--- config.mk ---
export PLATFORM = sky130hd
export DESIGN_NAME = battery_switch_state_control
export DESIGN_NICKNAME = d
export VERILOG_FILES = /design/src/hw/batt_switch_pkg.sv /design/src/hw/battery_switch_state_control.sv
export VERILOG_INCLUDE_DIRS = /design/src /design/src/hw
export SDC_FILE = /design/constraint.sdc
export NUM_CORES = 1
export LEC_CHECK = 0
export BUFFER_PORTS_ARGS = -buffer_cell sky130_fd_sc_hd__buf_2
export CORE_ASPECT_RATIO = 2
export CORE_MARGIN = 1.5
export CORE_UTILIZATION = 53
export DETAILED_ROUTE_END_ITERATION = 6
export MAX_ROUTING_LAYER = met4
export PLACE_DENSITY_LB_ADDON = 0.15
export SLEW_MARGIN = 20
export SYNTH_ARGS = -nofsm -noshare
export SYNTH_HDL_FRONTEND = slang
export SYNTH_SLANG_ARGS = --single-unit
--- constraint.sdc ---
create_clock -name i_clk -period 3.74 [get_ports i_clk]
set_input_delay 0.187 -clock i_clk [delete_from_list [all_inputs] [get_ports i_clk]]
set_output_delay 0.187 -clock i_clk [all_outputs]
set_load 0.1 [all_outputs]
--- src/hw/batt_switch_params.svh ---
// constants for the battery switch state controller
`ifndef BATT_SWITCH_PARAMS_SVH
`define BATT_SWITCH_PARAMS_SVH
`define BSW_CLK_PERIOD_NS     10
`define BSW_OSC_PERIOD_NS     4000000
`define BSW_PERIOD_CYCLES     (`BSW_OSC_PERIOD_NS / `BSW_CLK_PERIOD_NS)
`define BSW_SLOTS_LOG2        6
`define BSW_OVCH_PERSIST_MS   8
`define BSW_OSC_PERIOD_MS     4
`define BSW_OVCH_PERSIST_PER  (`BSW_OVCH_PERSIST_MS / `BSW_OSC_PERIOD_MS)
`define BSW_OVCH_DELAY_PER    1
`define BSW_OFF_CTRL          4'h0
`define BSW_OFF_STATE         4'h4
`define BSW_OFF_IRQ_STATUS    4'h8
`define BSW_OFF_IRQ_MASK      4'hC
`define BSW_CTRL_ENABLE_BIT   0
`define BSW_CTRL_RESET        1'h1
`define BSW_IRQ_STATE_CHANGE  0
`define BSW_IRQ_SHORT         1
`define BSW_IRQ_OVCH_CUTOFF   2
`define BSW_IRQ_CHARGER       3
`define BSW_IRQ_WIDTH         4
`define BSW_SLOT_LAST         6'h3F
`define BSW_SLOT_CYC1_ON_END  6'h07
`define BSW_SLOT_CYC7_OFF     6'h38
`endif

--- src/hw/batt_switch_pkg.sv ---
// types for the battery switch state controller
package batt_switch_pkg;
  typedef enum logic [4:0] {
    SW_OFF  = 5'b00001,
    SW_ON   = 5'b00010,
    SW_CYC7 = 5'b00100,
    SW_CYC1 = 5'b01000,
    SW_HIGH = 5'b10000
  } sw_state_type;
endpackage

--- src/hw/battery_switch_state_control.sv ---
// battery disconnect switch state machine with avalon-mm register slave
//
// Chosen here: the Avalon-MM interface to the registers and the register addresses.
`include "batt_switch_params.svh"
`timescale 1ns/1ps
`default_nettype none
module battery_switch_state_control #(
  parameter int unsigned PERIOD_CYCLES = `BSW_PERIOD_CYCLES,
  parameter int unsigned OVCH_DELAY_PER = `BSW_OVCH_DELAY_PER
) (
  input  wire logic                      i_clk,
  input  wire logic                      i_reset_n,
  input  wire logic                      i_upper_over_discharged,
  input  wire logic                      i_upper_overcharged,
  input  wire logic                      i_lower_over_discharged,
  input  wire logic                      i_lower_overcharged,
  input  wire logic                      i_pack_undervoltage,
  input  wire logic                      i_charger_present,
  input  wire logic                      i_charger_reversed,
  input  wire logic                      i_load_current_nonzero,
  input  wire logic                      i_load_short,
  input  wire logic                      i_center_tap_open,
  input  wire logic [3:0]                i_avs_address,
  input  wire logic                      i_avs_read,
  input  wire logic                      i_avs_write,
  input  wire logic [31:0]               i_avs_writedata,
  output logic      [31:0]               o_avs_readdata,
  output logic                           o_avs_waitrequest,
  output logic                           o_switch_gate_drive,
  output logic                           o_irq
);
  import batt_switch_pkg::*;

  localparam int unsigned SLOT_CYCLES = PERIOD_CYCLES >> `BSW_SLOTS_LOG2;

  logic        rst_meta_q, rst_n_q;
  logic [9:0]  in_meta_q, in_sync_q;
  logic [31:0] tick_cnt_q;
  logic [5:0]  slot_q;
  sw_state_type state_q, state_d;
  logic        gate_q, short_latch_q, chg_off_q, enable_q;
  logic [1:0]  ovch_persist_q;
  logic [7:0]  ovch_delay_q;
  logic [`BSW_IRQ_WIDTH-1:0] irq_status_q, irq_mask_q, irq_event;
  logic [31:0] rdata_q;
  logic        wait_q, irq_q;

  // pins from the analog side are asynchronous
  always_ff @(posedge i_clk or negedge i_reset_n) begin
    if (!i_reset_n) begin
      rst_meta_q <= 1'b0;
      rst_n_q    <= 1'b0;
    end else begin
      rst_meta_q <= 1'b1;
      rst_n_q    <= rst_meta_q;
    end
  end

  always_ff @(posedge i_clk or negedge rst_n_q) begin
    if (!rst_n_q) begin
      in_meta_q <= 10'h000;
      in_sync_q <= 10'h000;
    end else begin
      in_meta_q <= {i_upper_over_discharged, i_upper_overcharged, i_lower_over_discharged,
                    i_lower_overcharged, i_pack_undervoltage, i_charger_present,
                    i_charger_reversed, i_load_current_nonzero, i_load_short,
                    i_center_tap_open};
      in_sync_q <= in_meta_q;
    end
  end

  wire cell_over_discharged = in_sync_q[9] | in_sync_q[7];
  wire cell_overcharged     = in_sync_q[8] | in_sync_q[6];
  wire pack_undervoltage    = in_sync_q[5];
  wire charger_now          = in_sync_q[4];
  wire charger_reversed     = in_sync_q[3];
  wire load_nonzero         = in_sync_q[2];
  wire load_short           = in_sync_q[1];
  wire tap_open             = in_sync_q[0];

  // time base: 64 slots per 4 ms period
  wire slot_tick   = (tick_cnt_q == SLOT_CYCLES - 1);
  wire period_tick = slot_tick && (slot_q == `BSW_SLOT_LAST);

  always_ff @(posedge i_clk or negedge rst_n_q) begin
    if (!rst_n_q) begin
      tick_cnt_q <= 32'h0000_0000;
      slot_q     <= 6'h00;
    end else begin
      tick_cnt_q <= slot_tick ? 32'h0000_0000 : tick_cnt_q + 32'h0000_0001;
      if (slot_tick) slot_q <= slot_q + 6'h01;
    end
  end

  wire cycling = (state_q == SW_CYC7) || (state_q == SW_CYC1) || (state_q == SW_HIGH);
  // charger as seen in the open slot; while cycling only that reading counts
  wire charger_eff = cycling ? chg_off_q : charger_now;
  wire ovch_qualified = (ovch_persist_q == 2'(`BSW_OVCH_PERSIST_PER));
  wire ovch_expired   = ovch_qualified && (ovch_delay_q >= 8'(OVCH_DELAY_PER));
  wire short_any      = load_short || short_latch_q;

  always_comb begin
    state_d = SW_ON;
    if (!enable_q) begin
      state_d = SW_OFF;
    end else if (short_any) begin
      // a short opens the switch even during open-tap undervoltage charging
      state_d = SW_OFF;
    end else if (tap_open) begin
      state_d = (pack_undervoltage && charger_eff) ? SW_CYC1 : SW_OFF;
    end else if (pack_undervoltage) begin
      state_d = charger_eff ? SW_CYC1 : SW_OFF;
    end else if (cell_over_discharged) begin
      state_d = charger_eff ? SW_CYC7 : SW_OFF;
    end else if (cell_overcharged) begin
      if (charger_eff) begin
        state_d = ovch_expired ? SW_OFF : state_q;
      end else begin
        state_d = load_nonzero ? SW_HIGH : SW_OFF;
      end
    end else if (charger_reversed) begin
      state_d = SW_OFF;
    end
  end

  // gate follows state and slot; cycling states open for part of each period
  logic gate_d;
  always_comb begin
    case (state_q)
      SW_ON:   gate_d = 1'b1;
      SW_CYC7: gate_d = (slot_q < `BSW_SLOT_CYC7_OFF);
      SW_CYC1: gate_d = (slot_q <= `BSW_SLOT_CYC1_ON_END);
      SW_HIGH: gate_d = (slot_q != `BSW_SLOT_LAST);
      default: gate_d = 1'b0;
    endcase
  end

  always_ff @(posedge i_clk or negedge rst_n_q) begin
    if (!rst_n_q) begin
      state_q       <= SW_OFF;
      gate_q        <= 1'b0;
      short_latch_q <= 1'b0;
      chg_off_q     <= 1'b0;
      ovch_persist_q <= 2'b00;
      ovch_delay_q   <= 8'h00;
    end else begin
      gate_q <= gate_d;
      // short held until the load is fully removed
      if (load_short) short_latch_q <= 1'b1;
      else if (period_tick && !load_nonzero) short_latch_q <= 1'b0;
      if (slot_tick && (slot_q == `BSW_SLOT_LAST)) chg_off_q <= charger_now;
      if (period_tick) begin
        state_q <= state_d;
        if (!cell_overcharged) ovch_persist_q <= 2'b00;
        else if (!ovch_qualified) ovch_persist_q <= ovch_persist_q + 2'b01;
        // delay restarts together with the persistence count once overcharge goes
        if (!cell_overcharged || !ovch_qualified) ovch_delay_q <= 8'h00;
        else if (!ovch_expired) ovch_delay_q <= ovch_delay_q + 8'h01;
      end
    end
  end

  // events: set beats a simultaneous write-one clear
  assign irq_event[`BSW_IRQ_STATE_CHANGE] = period_tick && (state_d != state_q);
  assign irq_event[`BSW_IRQ_SHORT]        = load_short && !short_latch_q;
  assign irq_event[`BSW_IRQ_OVCH_CUTOFF]  = period_tick && ovch_expired && state_q != SW_OFF
                                            && state_d == SW_OFF;
  assign irq_event[`BSW_IRQ_CHARGER]      = slot_tick && (slot_q == `BSW_SLOT_LAST)
                                            && (chg_off_q != charger_now);

  // avalon slave: one wait cycle, then a single cycle with waitrequest low
  wire req    = i_avs_read || i_avs_write;
  wire accept = req && !wait_q;
  wire wr     = accept && i_avs_write;
  wire sel_ctrl  = (i_avs_address == `BSW_OFF_CTRL);
  wire sel_state = (i_avs_address == `BSW_OFF_STATE);
  wire sel_ists  = (i_avs_address == `BSW_OFF_IRQ_STATUS);
  wire sel_imask = (i_avs_address == `BSW_OFF_IRQ_MASK);
  wire [31:0] state_word = {16'h0000, load_short, load_nonzero, charger_reversed, charger_now,
                            pack_undervoltage, cell_overcharged, cell_over_discharged, tap_open,
                            short_latch_q, gate_q, ovch_persist_q, 4'h0} | {27'h0, state_q};
  wire [31:0] rdata_d = sel_ctrl  ? {31'h0, enable_q} :
                        sel_state ? state_word :
                        sel_ists  ? {28'h0, irq_status_q} :
                        sel_imask ? {28'h0, irq_mask_q} : 32'h0000_0000;

  always_ff @(posedge i_clk or negedge rst_n_q) begin
    if (!rst_n_q) begin
      wait_q       <= 1'b1;
      rdata_q      <= 32'h0000_0000;
      enable_q     <= `BSW_CTRL_RESET;
      irq_status_q <= 4'h0;
      irq_mask_q   <= 4'h0;
      irq_q        <= 1'b0;
    end else begin
      wait_q <= !(req && wait_q);
      if (req && wait_q) rdata_q <= rdata_d;
      if (wr && sel_ctrl) enable_q <= i_avs_writedata[`BSW_CTRL_ENABLE_BIT];
      if (wr && sel_imask) irq_mask_q <= i_avs_writedata[3:0];
      irq_status_q <= (irq_status_q & ~((wr && sel_ists) ? i_avs_writedata[3:0] : 4'h0))
                      | irq_event;
      irq_q <= |(irq_status_q & irq_mask_q);
    end
  end

  assign o_avs_readdata      = rdata_q;
  assign o_avs_waitrequest   = wait_q;
  assign o_switch_gate_drive = gate_q;
  assign o_irq               = irq_q;

  property p_state_at_period;
    @(posedge i_clk) disable iff (!rst_n_q) !period_tick |=> $stable(state_q);
  endproperty
  a_state_at_period: assert property (p_state_at_period) else $error("state moved off tick");

  property p_short_off;
    @(posedge i_clk) disable iff (!rst_n_q)
      period_tick && load_short |=> state_q == SW_OFF;
  endproperty
  a_short_off: assert property (p_short_off) else $error("short left switch on");

  property p_tap_off;
    @(posedge i_clk) disable iff (!rst_n_q)
      period_tick && tap_open && !pack_undervoltage |=> state_q == SW_OFF;
  endproperty
  a_tap_off: assert property (p_tap_off) else $error("open tap left switch on");

  property p_undervolt_chg;
    @(posedge i_clk) disable iff (!rst_n_q)
      period_tick && enable_q && pack_undervoltage && charger_eff && !load_short
      && !short_latch_q |=> state_q == SW_CYC1;
  endproperty
  a_undervolt_chg: assert property (p_undervolt_chg) else $error("undervoltage charge not 1/8");

  property p_overdis_chg;
    @(posedge i_clk) disable iff (!rst_n_q)
      period_tick && enable_q && !tap_open && !short_any && !pack_undervoltage
      && cell_over_discharged && charger_eff |=> state_q == SW_CYC7;
  endproperty
  a_overdis_chg: assert property (p_overdis_chg) else $error("over-discharge charge not 7/8");

  property p_normal_on;
    @(posedge i_clk) disable iff (!rst_n_q)
      period_tick && enable_q && !tap_open && !short_any && !pack_undervoltage
      && !cell_over_discharged && !cell_overcharged && !charger_reversed |=> state_q == SW_ON;
  endproperty
  a_normal_on: assert property (p_normal_on) else $error("normal cells not on");

  property p_reverse_off;
    @(posedge i_clk) disable iff (!rst_n_q)
      period_tick && charger_reversed && !cell_over_discharged && !cell_overcharged
      && !pack_undervoltage && !tap_open |=> state_q == SW_OFF;
  endproperty
  a_reverse_off: assert property (p_reverse_off) else $error("reversed charger not off");

  property p_cyc1_gate;
    @(posedge i_clk) disable iff (!rst_n_q)
      state_q == SW_CYC1 && slot_q > `BSW_SLOT_CYC1_ON_END |=> !gate_q;
  endproperty
  a_cyc1_gate: assert property (p_cyc1_gate) else $error("1/8 gate on in off slots");

  property p_ovch_persist;
    @(posedge i_clk) disable iff (!rst_n_q)
      ovch_delay_q != 8'h00 |-> ovch_persist_q == 2'(`BSW_OVCH_PERSIST_PER);
  endproperty
  a_ovch_persist: assert property (p_ovch_persist) else $error("delay began too early");

  property p_high_on;
    @(posedge i_clk) disable iff (!rst_n_q)
      period_tick && enable_q && !short_any && !tap_open && !pack_undervoltage
      && !cell_over_discharged && cell_overcharged && !charger_eff && load_nonzero
      |=> state_q == SW_HIGH;
  endproperty
  a_high_on: assert property (p_high_on) else $error("loaded overcharge not high duty");

  property p_high_gate;
    @(posedge i_clk) disable iff (!rst_n_q)
      state_q == SW_HIGH && slot_q == `BSW_SLOT_LAST |=> !gate_q;
  endproperty
  a_high_gate: assert property (p_high_gate) else $error("high duty gate never opens");

  property p_cyc7_gate;
    @(posedge i_clk) disable iff (!rst_n_q)
      state_q == SW_CYC7 && slot_q >= `BSW_SLOT_CYC7_OFF |=> !gate_q;
  endproperty
  a_cyc7_gate: assert property (p_cyc7_gate) else $error("7/8 gate on in open slots");

  property p_gate_on;
    @(posedge i_clk) disable iff (!rst_n_q)
      state_q == SW_ON |=> gate_q;
  endproperty
  a_gate_on: assert property (p_gate_on) else $error("steady on gate dropped");

  property p_chg_ovch_off;
    @(posedge i_clk) disable iff (!rst_n_q)
      period_tick && enable_q && !short_any && !tap_open && !pack_undervoltage
      && !cell_over_discharged && cell_overcharged && charger_eff && ovch_expired
      |=> state_q == SW_OFF;
  endproperty
  a_chg_ovch_off: assert property (p_chg_ovch_off) else $error("overcharge kept charging");
endmodule // battery_switch_state_control
`default_nettype wire

* Word level (Yosys, flattened, before mapping)
Cells that the tools add are included.
** Word-level totals
- Flip-flop bits (word level) :: 121
- Input bits :: 50
- Output and inout port bits :: 35
- Word-level logic and storage cells :: 108
** Operators by class
- Add/subtract/negate cells :: 4
- $lt $le $gt $ge :: 3
- Equal/unequal tests :: 17
- Muxes and demuxes :: 27
- Bitwise logic cells :: 7
- Reductions and logical operators :: 32
** Operators by type and width (count)
- $mux W5 :: 9
- $add A32 B1 Y32 const B :: 1
- $eq A32 B13 Y1 const B :: 1
- $mux W16 :: 2
- $mux W32 :: 1
- $mux W4 :: 5
- $logic_and A1 B1 Y1 :: 16
- $mux W8 :: 2
- $or A16 B5 Y16 :: 1
- $add A8 B1 Y8 const B :: 1
- $and A4 B4 Y4 :: 2
- $eq A4 B4 Y1 const B :: 2
- $ge A8 B1 Y1 const B :: 1
- $add A6 B1 Y6 const B :: 1
- $eq A6 B6 Y1 const B :: 1
- $le A6 B3 Y1 const B :: 1
- $logic_not A1 Y1 :: 6
- $lt A6 B6 Y1 const B :: 1
- $mux W2 :: 3
- $ne A6 B6 Y1 const B :: 1
- $eq A5 B1 Y1 const B :: 1
- $eq A5 B2 Y1 const B :: 1
- $eq A5 B3 Y1 const B :: 1
- $eq A5 B4 Y1 const B :: 1
- other kinds (20) :: 28

* Longest topological paths before layout
- Word-level depth :: 14
- Mapped depth :: 9

* Worst setup path before layout
Ideal clock, no wire load.
- Kind :: register -> register
- From :: register enable_q
- To :: register irq_status_q[0]
- Setup time :: 141 ps
- Arrival :: 2093 ps
- Path slack :: 1506 ps
- Stages on the path, launching flop included :: 8
- Path buffers :: 1
- Cells stage by stage :: dfstp_2 -> or4b_1 -> clkbuf_1 -> or3_1 -> a21oi_2 -> a211oi_1 -> nor4_1 -> a41oi_1
** On the way
- Word-level cells in the longest chain between the ends :: 4
** Ends and longest elaborated chain
- from (decl) :: RTL line battery_switch_state_control.sv:41 : logic gate_q, short_latch_q, chg_off_q, enable_q;
- from (signal assigned) :: RTL line battery_switch_state_control.sv:191 : enable_q <= `BSW_CTRL_RESET;
- from (signal assigned) :: RTL line battery_switch_state_control.sv:198 : if (wr && sel_ctrl) enable_q <= i_avs_writedata[`BSW_CTRL_ENABLE_BIT];
- $mux W5 :: RTL line battery_switch_state_control.sv:104 : if (!enable_q) begin
- $ne A5 B5 Y1 :: RTL line battery_switch_state_control.sv:164 : assign irq_event[`BSW_IRQ_STATE_CHANGE] = period_tick && (state_d != state_q);
- $logic_and A1 B1 Y1 :: RTL line battery_switch_state_control.sv:164
- $or A4 B4 Y4 :: RTL line battery_switch_state_control.sv:201 : | irq_event;
- to (signal assigned) :: RTL line battery_switch_state_control.sv:200 : irq_status_q <= (irq_status_q & ~((wr && sel_ists) ? i_avs_writedata[3:0] : 4'h0))
- to (decl) :: RTL line battery_switch_state_control.sv:44 : logic [`BSW_IRQ_WIDTH-1:0] irq_status_q, irq_mask_q, irq_event;
No other way between the ends.
A chain may end at the register's enable or synchronous reset.

* Worst setup path after layout
- From :: register ovch_delay_q[0]
- To :: register state_q[2]
** On the way
- Word-level cells in the longest chain between the ends :: 10
** Ends and longest elaborated chain
- from (decl) :: RTL line battery_switch_state_control.sv:43 : logic [7:0] ovch_delay_q;
- from (signal assigned) :: RTL line battery_switch_state_control.sv:158 : else if (!ovch_expired) ovch_delay_q <= ovch_delay_q + 8'h01;
- $ge A8 B1 Y1 :: RTL line battery_switch_state_control.sv:99 : wire ovch_expired = ovch_qualified && (ovch_delay_q >= 8'(OVCH_DELAY_PER));
- $logic_and A1 B1 Y1 :: RTL line battery_switch_state_control.sv:99
- $mux W5 :: RTL line battery_switch_state_control.sv:117 : state_d = ovch_expired ? SW_OFF : state_q;
- $mux W5 :: RTL line battery_switch_state_control.sv:116 : if (charger_eff) begin
- $mux W5 :: RTL line battery_switch_state_control.sv:115 : end else if (cell_overcharged) begin
- $mux W5 :: RTL line battery_switch_state_control.sv:113 : end else if (cell_over_discharged) begin
- $mux W5 :: RTL line battery_switch_state_control.sv:111 : end else if (pack_undervoltage) begin
- $mux W5 :: RTL line battery_switch_state_control.sv:109 : end else if (tap_open) begin
- $mux W5 :: RTL line battery_switch_state_control.sv:106 : end else if (short_any) begin
- $mux W5 :: RTL line battery_switch_state_control.sv:104
- to (signal assigned) :: RTL line battery_switch_state_control.sv:153 : state_q <= state_d;
- to (decl) :: RTL line battery_switch_state_control.sv:40 : sw_state_type state_q, state_d;
No other way between the ends.

==> impl_metrics.tcl <==
set metrics [dict create \
    status "finished, final reports clean" \
    finalSetupViolCount 0 \
    cp_cell_sequence "ha_1, or4b_1, o21ai_0, a31oi_1, nor4_1, mux2_2" \
    placed_cell_area_mm2 0.00515 \
    ys_warn_count 0 \
    grt_pass1_vias 3645 \
    worstRegToRegCells 6 \
    grt_pass1_wl_mm 17.7 \
    r2r-start "ovch_delay_q[0]" \
    drcViolationCount 0 \
    crit_end "state_q[2]" \
    grt_max_degree 38 \
    grt_antenna_before_repair 0 \
    path_clk_slew_ns 0.07 \
    synth_area_mm2 0.00493 \
    drtIter0Drc 212 \
    drt_first_pass_iters 4 \
    max_cap_viol_count 0 \
    synth_top_area_frac 0.517 \
    dp_hpwl_mm 7.68 \
    route.met3.wl_um 303 \
    die_h_um 139 \
    drive_gt1_frac 0.162 \
    crit_arrival_ns 3.22 \
    synth_seq_cells 105 \
    antenna_left 0 \
    startpoint_type "flip-flop" \
    min_period_over_period 0.783 \
    fp.dieW_um 71.2 \
    powerDensity_mw_per_mm2 448 \
    drt-met1-wl_mm 3.79 \
    slew_viol_final 0 \
    cts_tree "built" \
    syn_avg_cell_area_um2 10.2 \
    slew_headroom 0.412 \
    fmax_mhz 341 \
    synthTopCellsByArea "dfrtp_1 52%, nand2_1 5.2%, xnor2_1 4.4%" \
    synth-async-reset-ratio 1.00 \
    routedWlPerCell_um 16.6 \
    tightest_slew_ns 0.879 \
    io-pin-count 85 \
    numCtsBuffers 9 \
    finalNetCount 584 \
    cp_slowest_cell "o21ai_0" \
    holdBufCountCts 11 \
    core_area_mm2 0.00901 \
    cp_max_fo 5 \
    portBuffers 40 \
    worstPathRequired_ns 4.03 \
    routed_wl_mm 10.5 \
    highest-signal-layer "met4" \
    ctsRootBufferMaster "clkbuf_16" \
    setup_tns_ns 0 \
    yosysTopAreaCell "dfrtp_1" \
    rrSetupSlack_ns 0.81 \
    gp_congestion 0.977 \
    worstSetupEndpointType "flip-flop" \
    cts_sinks 105 \
    dr_wl_met2_mm 5.79 \
    die_area_mm2 0.00993 \
    grt_usage 0.235 \
    gr-total-overflow 0 \
    ctsResizeCount 0 \
    ys_seq_area_frac 0.533 \
    htree_levels 3 \
    final_area_mm2 0.00560 \
    finalHoldViolCount 0 \
    start_util 0.547 \
    p_leak_nw 2.52 \
    rsz0062_at_grt "false" \
    synth-edff-count 0 \
    synthToLayoutAreaGrowth_pct 13.4 \
    irDropWorstVdd_mv 0.303 \
    synth_ff_type "dfrtp_1" \
    setup_ws_ns 0.811 \
    insertion_delay_ns 0.35 \
    crit_start "ovch_delay_q[0]" \
    cts_setup_buffers 0 \
    diodes 0 \
    ys_types 55 \
    fin_skew_ns 0.00539 \
    regToRegEndpoint "state_q[2]" \
    synth_cells 482 \
    drt-vias-per-instance 5.75 \
    hold_ws_ns 0.0895 \
    hold_path_class "in2reg" \
    cpPeakStageDelay_ns 0.71 \
    path_class "reg2reg" \
    pre_cts_slack_ns 0.894 \
    cts_max_path_buffers 2 \
    rows 49 \
    period_needed_ns 2.93 \
    vias 3645 \
]
[Yosys cell counts, types with 2 or more instances]
master    count
nor4b_1       4
nand3b_1      3
and3_1        5
nand2_1      69
mux2_2       10
ha_1          7
nor3_1       13
o21ai_0      31
inv_1        12
and2_1        6
a21oi_1       8
nand2b_1      2
nand3_1      19
a41oi_1       2
or2_2         2
dfrtp_1     102
buf_4        16
or4b_1        2
nor2_1       29
clkbuf_1     17
nor4_1       14
xnor2_1      25
dfstp_2       3
nor4bb_1      2
nand4_1      12
buf_2         3
conb_1        2
a211oi_1      4
a31oi_1       4
a21o_1        2
mux2i_1       2
or4_1         4
xor2_1       13
or3_1         5
buf_6         2
a22oi_1       6
nor3b_1       2
[kinds of logic after synthesis]
| family | count (synthesis) | synth area share |
|---|---|---|
| and+or+nand+nor | 198 | 0.206 |
| muxes | 13 | 0.0314 |
| xor gates and xnor gates | 38 | 0.0675 |
| adders and majority gates | 7 | 0.0178 |
| AOI/OAI and AO/OA | 69 | 0.0883 |
| other | 2 | 0.00152 |
| buffers and inverters | 50 | 0.0540 |
| DFF | 105 | 0.533 |
[where the power goes]
part	internal, mW	switching (mW)
sequential	1.18	0.0339
combinational	0.0559	0.220
clock	0.592	0.428
total	1.83	0.682
[cell type report]
| type | instances | area, µm² |
|---|---|---|
| clock buffers | 9 | 225 |
| clock inverters | 7 | 98.8 |
| fillers | 766 | 3420 |
| inverters | 12 | 45.0 |
| multi-input cells | 342 | 2110 |
| flip-flops and latches | 105 | 2640 |
| well taps | 102 | 128 |
| repair buffers | 57 | 355 |
[stage by stage]
step,std cells,util,total power [mW]
after global placement,607,0.572,1.49
after CTS,634,0.620,2.52
after floorplan,497,-,1.46
final,634,0.621,2.51
after global routing,634,0.621,2.59
after detailed placement,607,0.572,1.50
[how the worst min path moves through the flow]
stage	startpoint	end	slack, ns	depth (start not counted)
2_1_floorplan	i_reset_n	rst_meta_q	-0.11	0
3_3_place_gp	i_reset_n	rst_meta_q	-0.03	1
3_5_place_dp	i_reset_n	rst_meta_q	-0.02	1
4_1_cts	i_avs_writedata[2]	irq_mask_q[2]	0.09	2
5_1_grt	i_avs_writedata[1]	irq_mask_q[1]	0.1	2
6_report	i_avs_writedata[2]	irq_mask_q[2]	0.09	2
[placed cells by master, fill, tap and decap left out, drive strengths merged, types with 5 or more instances in the layout]
| cell type | count |
|---|---|
| clkbuf | 9 |
| xor2 | 13 |
| nor4 | 15 |
| nand4 | 12 |
| dfrtp | 102 |
| and2 | 7 |
| nor3 | 13 |
| dlygate4sd3 | 11 |
| a21oi | 9 |
| a22oi | 6 |
| or3 | 5 |
| and3 | 5 |
| ha | 7 |
| nand2 | 69 |
| nand3 | 19 |
| nor2 | 29 |
| mux2 | 10 |
| conb | 17 |
| xnor2 | 25 |
| inv | 15 |
| o21ai | 31 |
| buf | 46 |
[critical path: cells and delay by family, from the launching register on]
family | cells | cell delay [ns]
AOI/OAI and AO/OA | 2 | 0.88
adders and majority gates | 1 | 0.21
DFF | 1 | 0.42
muxes | 1 | 0.28
and+or+nand+nor | 2 | 1.08
[per-layer routing]
| layer | track usage | up-vias |
|---|---|---|
| met5 | - | - |
| met4 | 0.158 | 0 |
| met3 | 0.0326 | 40 |
| met2 | 0.394 | 91 |
| met1 | 0.249 | 1775 |
| li1 | - | 1739 |
[state kept, by name, summed over array words and instances (netlist names)]
name	count
o_switch_gate_drive	1
slot_q	6
state_q	5
o_avs_waitrequest	1
tick_cnt_q	32
short_latch_q	1
ovch_persist_q	2
enable_q	1
o_avs_readdata	16
rst_n_q	1
ovch_delay_q	8
rst_meta_q	1
irq_mask_q	4
o_irq	1
in_meta_q	10
in_sync_q	10
irq_status_q	4
chg_off_q	1
(Power assumes the default switching activity.)
